**src/shared/sbq_pkg.sv**
```systemverilog
// Purpose: constants and carriers for the status byte and error queue
// Assumes: one clock domain, command strobes come from the same clock
// Notes: codes are 16-bit two's complement
package sbq_pkg;
  localparam int unsigned SBQ_DEPTH = 10;
  localparam int unsigned SBQ_PTR_W = 4;
  localparam int unsigned SBQ_CODE_W = 16;
  typedef logic signed [SBQ_CODE_W-1:0] sbq_code_t;
  typedef logic [SBQ_PTR_W-1:0] sbq_ptr_t;
  localparam sbq_ptr_t SBQ_DEPTH_P = 4'hA;
  localparam sbq_ptr_t SBQ_PTR_ZERO = 4'h0;
  localparam sbq_ptr_t SBQ_PTR_ONE = 4'h1;
  // error codes
  localparam sbq_code_t SBQ_CODE_NONE = 16'h0000;
  localparam sbq_code_t SBQ_CODE_SYNTAX = 16'hFF9A;
  localparam sbq_code_t SBQ_CODE_NO_TRIG = 16'h00CE;
  localparam sbq_code_t SBQ_CODE_OVERFLOW = 16'hFEA2;
  // status byte bit positions
  localparam int unsigned SBQ_BIT_PROT = 1;
  localparam int unsigned SBQ_BIT_QUEUE = 2;
  localparam int unsigned SBQ_BIT_MAV = 4;
  localparam int unsigned SBQ_BIT_ESR = 5;
  localparam int unsigned SBQ_BIT_RQS = 6;
  localparam logic [7:0] SBQ_UNUSED_BITS = 8'h89;
  localparam logic [7:0] SBQ_SRE_RESET = 8'h00;
  localparam logic [7:0] SBQ_SRE_WMASK = 8'hBF;
  localparam logic [7:0] SBQ_STB_RESET = 8'h00;

  typedef struct packed {
    logic prot_event;
    logic esr_any;
    logic mav;
    logic gpib_sel;
  } sbq_status_s;

  typedef struct packed {
    logic cls;
    logic err_query;
    logic err_push;
    logic syntax_err;
    logic trigger_type_command_cmd;
    logic trig_armed;
    logic get_cmd;
    logic sre_wr;
    logic esr_read;
    logic poll_done;
  } sbq_cmd_s;
endpackage : sbq_pkg

```
**src/sbq_status_core.sv**
```systemverilog
// Purpose: summary status byte, service request logic and error/event queue
// Assumes: status_in and cmd_in come from logic on ref_clk_in; strobes are one cycle
// Notes: status and poll bytes lag status_in by one clock; bits 2 and 5 lag the push or event by two
//
// Overview of operation
// - bit 1 set while the protection event input is present
// - bit 2 set whenever any code enters the error queue
// - bits 0, 3 and 7 always read zero
// - bit 4 shows a waiting output message, only on the GPIB interface
// - bit 5 set while standard events pending, cleared by reading that register
// - serial poll byte carries RQS in bit 6, cleared once sent
// - status query returns MSS in bit 6, never in serial poll bytes
// - only bits enabled in the host-written mask feed the request
// - queue stores at most ten entries
// - error query returns oldest entry and removes it
// - clear-status command discards every queued entry
// - codes are signed 16-bit values
// - error query on empty queue returns code zero
// - unrecognised command or data type queues code -102
// - trigger-type command with nothing armed queues 206; GET does not
// - full queue: last entry becomes -350, newer codes dropped
// - query emptying queue clears bit 2; serial poll touches only RQS
`timescale 1ns/1ps
module sbq_status_core (
  input wire logic ref_clk_in,
  input wire logic nrst_in,
  input wire sbq_pkg::sbq_status_s status_in,
  input wire sbq_pkg::sbq_cmd_s cmd_in,
  input wire sbq_pkg::sbq_code_t err_code_in,
  input wire logic [7:0] sre_data_in,
  output logic [7:0] stb_out,
  output logic [7:0] poll_byte_out,
  output logic srq_out,
  output logic [7:0] sre_out,
  output sbq_pkg::sbq_code_t err_code_out,
  output logic err_valid_out,
  output logic [3:0] queue_count_out
);
  import sbq_pkg::*;

  function automatic sbq_ptr_t sbq_wrap(input sbq_ptr_t base, input sbq_ptr_t add);
    logic [SBQ_PTR_W:0] sum;
    sum = {1'b0, base} + {1'b0, add};
    if (sum >= {1'b0, SBQ_DEPTH_P}) begin
      sum = sum - {1'b0, SBQ_DEPTH_P};
    end
    return sum[SBQ_PTR_W-1:0];
  endfunction : sbq_wrap

  sbq_code_t mem [SBQ_DEPTH];
  sbq_ptr_t rd_reg, rd_next;
  sbq_ptr_t count_reg, count_next;
  logic q_flag_reg, q_flag_next;
  logic esr_flag_reg, esr_flag_next;
  logic rqs_reg, rqs_next;
  logic svc_prev_reg;
  logic [7:0] sre_reg;
  logic [7:0] stb_base;
  logic wr_en;
  sbq_ptr_t wr_idx;
  sbq_code_t wr_code;

  // push and pop decode
  wire trig_no_arm = cmd_in.trigger_type_command_cmd & ~cmd_in.trig_armed;
  wire push_req = cmd_in.syntax_err | trig_no_arm | cmd_in.err_push;
  wire pop = cmd_in.err_query & (count_reg != SBQ_PTR_ZERO);
  wire sbq_ptr_t cnt_after_pop = pop ? count_reg - SBQ_PTR_ONE : count_reg;
  wire queue_full = (cnt_after_pop == SBQ_DEPTH_P);
  // only one code enters per cycle; parser errors take precedence
  wire sbq_code_t push_code = cmd_in.syntax_err ? SBQ_CODE_SYNTAX :
    trig_no_arm ? SBQ_CODE_NO_TRIG : err_code_in;

  always_comb begin
    rd_next = rd_reg;
    count_next = count_reg;
    wr_en = 1'b0;
    wr_idx = rd_reg;
    wr_code = push_code;
    if (cmd_in.cls) begin
      // a code arriving with the clear survives it
      rd_next = SBQ_PTR_ZERO;
      wr_idx = SBQ_PTR_ZERO;
      wr_en = push_req;
      count_next = push_req ? SBQ_PTR_ONE : SBQ_PTR_ZERO;
    end else begin
      rd_next = pop ? sbq_wrap(rd_reg, SBQ_PTR_ONE) : rd_reg;
      if (push_req) begin
        wr_en = 1'b1;
        if (queue_full) begin
          wr_idx = sbq_wrap(rd_next, SBQ_DEPTH_P - SBQ_PTR_ONE);
          wr_code = SBQ_CODE_OVERFLOW;
        end else begin
          wr_idx = sbq_wrap(rd_next, cnt_after_pop);
          count_next = cnt_after_pop + SBQ_PTR_ONE;
        end
      end else begin
        count_next = cnt_after_pop;
      end
    end
  end

  // set wins over clear on every sticky flag
  wire q_clear = cmd_in.cls | (pop & (count_next == SBQ_PTR_ZERO));
  assign q_flag_next = push_req | (q_flag_reg & ~q_clear);
  wire esr_clear = cmd_in.esr_read | cmd_in.cls;
  assign esr_flag_next = status_in.esr_any | (esr_flag_reg & ~esr_clear);

  always_comb begin
    stb_base = SBQ_STB_RESET;
    stb_base[SBQ_BIT_PROT] = status_in.prot_event;
    stb_base[SBQ_BIT_QUEUE] = q_flag_reg;
    stb_base[SBQ_BIT_MAV] = status_in.mav & status_in.gpib_sel;
    stb_base[SBQ_BIT_ESR] = esr_flag_reg;
  end

  // bit 6 of the mask is not writable, so it never feeds itself
  wire svc = |(stb_base & sre_reg);
  wire svc_rise = svc & ~svc_prev_reg;
  assign rqs_next = svc_rise | (rqs_reg & ~cmd_in.poll_done);

  always_ff @(posedge ref_clk_in) begin
    if (wr_en) begin
      mem[wr_idx] <= wr_code;
    end
  end

  always_ff @(posedge ref_clk_in or negedge nrst_in) begin
    if (!nrst_in) begin
      rd_reg <= SBQ_PTR_ZERO;
      count_reg <= SBQ_PTR_ZERO;
      q_flag_reg <= 1'b0;
      esr_flag_reg <= 1'b0;
      rqs_reg <= 1'b0;
      svc_prev_reg <= 1'b0;
    end else begin
      rd_reg <= rd_next;
      count_reg <= count_next;
      q_flag_reg <= q_flag_next;
      esr_flag_reg <= esr_flag_next;
      rqs_reg <= rqs_next;
      svc_prev_reg <= svc;
    end
  end

  always_ff @(posedge ref_clk_in or negedge nrst_in) begin
    if (!nrst_in) begin
      sre_reg <= SBQ_SRE_RESET;
    end else if (cmd_in.sre_wr) begin
      sre_reg <= sre_data_in & SBQ_SRE_WMASK;
    end
  end

  always_ff @(posedge ref_clk_in or negedge nrst_in) begin
    if (!nrst_in) begin
      stb_out <= SBQ_STB_RESET;
      poll_byte_out <= SBQ_STB_RESET;
    end else begin
      stb_out <= stb_base | ({7'h00, svc} << SBQ_BIT_RQS);
      poll_byte_out <= stb_base | ({7'h00, rqs_next} << SBQ_BIT_RQS);
    end
  end

  always_ff @(posedge ref_clk_in or negedge nrst_in) begin
    if (!nrst_in) begin
      err_code_out <= SBQ_CODE_NONE;
      err_valid_out <= 1'b0;
    end else begin
      err_valid_out <= cmd_in.err_query;
      if (cmd_in.err_query) begin
        err_code_out <= pop ? mem[rd_reg] : SBQ_CODE_NONE;
      end
    end
  end

  assign srq_out = rqs_reg;
  assign sre_out = sre_reg;
  assign queue_count_out = count_reg;
endmodule : sbq_status_core

```
**config.mk**
```make
export PLATFORM = sky130hd
export DESIGN_NAME = sbq_status_core
export DESIGN_NICKNAME = d
export VERILOG_FILES = /design/src/shared/sbq_pkg.sv /design/src/sbq_status_core.sv
export SDC_FILE = /design/constraint.sdc
export NUM_CORES = 1
export LEC_CHECK = 0
export BUFFER_PORTS_ARGS = -buffer_cell sky130_fd_sc_hd__buf_4
export CAP_MARGIN = 20
export CORE_UTILIZATION = 35
export DETAILED_ROUTE_END_ITERATION = 8
export GPL_ROUTABILITY_DRIVEN = 1
export GPL_TIMING_DRIVEN = 0
export PLACE_DENSITY = 0.64
export SLEW_MARGIN = 5
export SYNTH_ARGS = -nofsm -noshare
export SYNTH_HDL_FRONTEND = slang
export SYNTH_SLANG_ARGS = --single-unit
export TNS_END_PERCENT = 5
```
**constraint.sdc**
```tcl
create_clock -name ref_clk_in -period 7.43 [get_ports ref_clk_in]
set_input_delay 0.3715 -clock ref_clk_in [delete_from_list [all_inputs] [get_ports ref_clk_in]]
set_output_delay 0.3715 -clock ref_clk_in [all_outputs]
set_load 0.03 [all_outputs]
```
==> reports/results.ini <==
[setup_path]
critical_path_cell_count = 22
worst-r2r-setup-slack_ns = 0.44
critical_path.reg2reg.endpoint = mem[4][10]
worst_path_largest_cell_delay_ns = 0.72
critical_path.startpoint = rd_reg[2]
end_kind = register
worst_r2r_path_depth = 22
r2r_start = rd_reg[2]
worstPathRequired_ns = 7.50
arrival_ns = 7.06
crit_type = register to register
path_buf_inv = 4
setup.worst_path.end = mem[4][10]
cpMaxStageDelayCell = sky130_fd_sc_hd__and4b_2
critical_path.cell_chain = clkbuf_1 -> clkbuf_1 -> clkbuf_2 -> xnor2_1 -> ha_1 -> o311a_1 -> or3_4 -> a31oi_1 -> xnor2_1 -> ha_1 -> a31o_2 -> a31o_4 -> xor2_1 -> inv_1 -> ha_1 -> nor2b_1 -> and2_1 -> a221oi_2 -> a21o_2 -> xnor2_1 -> a21oi_1 -> and4b_2
worstSetupStartpointType = register
critPathTopFamily = compound AO/OA/AOI/OAI gates
timing.critical_path.fanout_max = 16

[detailed_routing]
routed-via-count = 5435
detail_route.iter0.violations = 396
post_drt_wl_per_cell_um = 19.89
drt_pass1_iterations = 4
wl_um = 20630
drt-vias-per-instance = 5.241
remaining_drc_errors = 0
antenna_violating_nets_post_route = 0

[sta]
maxClockFrequency_mhz = 143.1
fin_crit_sh_pct = 94.02
report.final.setup_viol = 0
timing_max_transition_violations_final = 0
period_minus_slack_ns = 6.986
timing_hold_violations_final = 0
max_slew.worst_pin.slew_ns = 1.051
worst_clock_skew_ns = 0.01283
totalNegativeSetupSlack_ns = 0
max-slew-margin-rel_pct = 29.37
rsz0062_at_grt = true

[clock_tree]
insertion_delay_ns = 0.44
post-cts-setup-buffer-count = 0
cts_htree_levels = 4
cts-root-buf = sky130_fd_sc_hd__clkbuf_16
cts_buffers = 17
buffer_levels_on_the_longest_clock_path = 2
clock-sinks = 200
worst_setup_hold_path_clk_slew_ns = 0.07
cts_tree = done

[global_route]
globalRouteMet2Util_pct = 27.53
top_usage_layer = met2
pin_count_of_the_biggest_net_entering_global_routing = 41
grt_first_pass_wirelength_um = 31730
globalRouteMet1Util_pct = 21.73
grt_use_total_pct = 16.50
antenna_found_initial = 0
grt-ovfl-total = 0
via_count_of_the_first_global_routing_pass = 5393
global_route.usage.met3_pct = 3.775

[logic_synthesis]
synth.area.top_cells = sky130_fd_sc_hd__edfxtp_1 (54%), sky130_fd_sc_hd__dfrtp_1 (11%), sky130_fd_sc_hd__mux4_2 (8.1%)
synth_top_area_share_pct = 54.14
average_cell_area_after_synthesis_um2 = 15.17
synth.yosys.warnings = 0
synth_sequential_area_ratio_pct = 65.42
synth.ff_latch_count = 200
ys_top_cells_by_count = sky130_fd_sc_hd__edfxtp_1 (160), sky130_fd_sc_hd__dfrtp_1 (40), sky130_fd_sc_hd__mux4_2 (32), sky130_fd_sc_hd__nand2_1 (29), sky130_fd_sc_hd__nor2_1 (28)
synth_cells = 585
synth_ff_type = sky130_fd_sc_hd__edfxtp_1
netlist.top_cell.by_area = sky130_fd_sc_hd__edfxtp_1
most_frequent_cell_after_synthesis = sky130_fd_sc_hd__edfxtp_1
post_synth_instance_area_um2 = 8875
async_flop_share_pct = 20.00
synth_edf_count = 160
synth.lib_cells_used.distinct = 70

[die]
core_area_um2 = 24600
boundaryPins = 86
die_x_um = 161.2
die_area_um2 = 26000
die_h_um = 161.2
floorplan.initialDensity_pct = 36.07
rows = 57

[outcome]
status = finished, final reports clean

[min_path]
worst_min_delay_path_category = input pin to register

[power_and_ir_drop]
cellPowerDensity_nw_per_um2 = 388.2
leakage_power_total_nw = 3.857
vdd_ir_drop_max_mv = 0.1769
total_power_mw = 4.168

[placed_design]
port_buffers = 73
place.gp.congestion = 0.8306
dpl_cells = 1003
place.detailed.hpwl_um = 14310

[finish]
design.final.nets = 753
largest-register = mem
final_core_utilization_pct = 43.64
antenna-diode-count = 0
final_layout_size_suffix_gt1_share_pct = 28.33
largest_register_ffs = 160
post_layout_nonfiller_instances = 1037
syn2layout_area_growth_pct = 20.98

[job]
timing.max_cap.violations = 0

-- metrics by stage --
step / cell area, um^2 / setup slack (ns) / hold WS [ns]
finish: 10740 / 0.4442 / 0.05840
global route: 10740 / -0.04646 / 0.04494
CTS: 10690 / 0.009306 / 0.04261
detailed placement: 10070 / -0.01311 / 0.3920
global placement: 9851 / -2.058 / 0.3920
floorplan: 8897 / 0.4326 / 0.07591
-- metal layers --
metal / vias up / routed length, um
met5: - / 0
met4: 0 / 250
met3: 29 / 1346
met2: 189 / 10060
met1: 2730 / 8974
li1: 2487 / -
-- worst min path at each step --
stage	from	end	slack [ns]	cells after the start
2_1_floorplan	nrst_in	err_code_out[0]	0.08	0
3_3_place_gp	esr_flag_reg	poll_byte_out[5]	0.39	0
3_5_place_dp	esr_flag_reg	poll_byte_out[5]	0.39	0
4_1_cts	status_in[3]	poll_byte_out[1]	0.04	1
5_1_grt	status_in[3]	poll_byte_out[1]	0.04	1
6_report	status_in[3]	poll_byte_out[1]	0.06	1
-- timing repair --
item,4_1_cts,5_1_grt
resized for setup,1,7
hold buffers,1,0
endpoints found under the setup margin,17,132
hold endpoints to repair,40,0
pin swaps,0,2
-- layout by cell type (no fill, tap or decap), types with 4 or more instances in the layout --
cell type and count:
sky130_fd_sc_hd__edfxtp_1 160, sky130_fd_sc_hd__buf_4 99, sky130_fd_sc_hd__dfrtp_1 40, sky130_fd_sc_hd__mux4_2 32, sky130_fd_sc_hd__nand2_1 29, sky130_fd_sc_hd__nor2_1 28
sky130_fd_sc_hd__a21oi_1 27, sky130_fd_sc_hd__clkbuf_1 23, sky130_fd_sc_hd__nor2b_1 20, sky130_fd_sc_hd__a211oi_1 19, sky130_fd_sc_hd__mux2i_1 19, sky130_fd_sc_hd__inv_1 17
sky130_fd_sc_hd__a22o_1 17, sky130_fd_sc_hd__clkbuf_16 17, sky130_fd_sc_hd__ha_1 13, sky130_fd_sc_hd__mux2_2 9, sky130_fd_sc_hd__xnor2_1 8, sky130_fd_sc_hd__nor3_1 8
sky130_fd_sc_hd__conb_1 7, sky130_fd_sc_hd__nand2b_1 6, sky130_fd_sc_hd__buf_1 5, sky130_fd_sc_hd__a21o_1 5, sky130_fd_sc_hd__o21ai_0 5, sky130_fd_sc_hd__nor4_1 5
sky130_fd_sc_hd__inv_8 5, sky130_fd_sc_hd__o21a_1 4, sky130_fd_sc_hd__buf_8 4
-- logic make-up (layout without fill, tap and decap cells) --
family	after synthesis	after routing	share of synthesized area [%]
buf+inv	64	186	3.440
mux	62	62	11.67
flops	200	200	65.42
fa+ha+maj	14	14	1.946
compound gates	105	105	8.685
simple gates	129	129	7.811
other cells	1	7	0.04225
xor+xnor	10	10	0.9870
-- area by class of cell --
class                      count  area (um^2)
timing repair buffer          90        711.9
multi-input combinational    327         2900
fill                        2189        13870
sequential                   200         5806
clock buffer                  17        425.4
buffer                        46        239.0
tap                          324        405.4
clock inverter                15        181.4
inverter                      18        67.56
-- power breakdown --
part | switching [mW] | leakage (nW) | internal [mW]
sequential | 0.0914 | 1.92 | 1.52
clock | 0.455 | 0.292 | 0.483
combinational | 0.956 | 1.64 | 0.659
No activity file was read; power rests on OpenSTA's default activity.
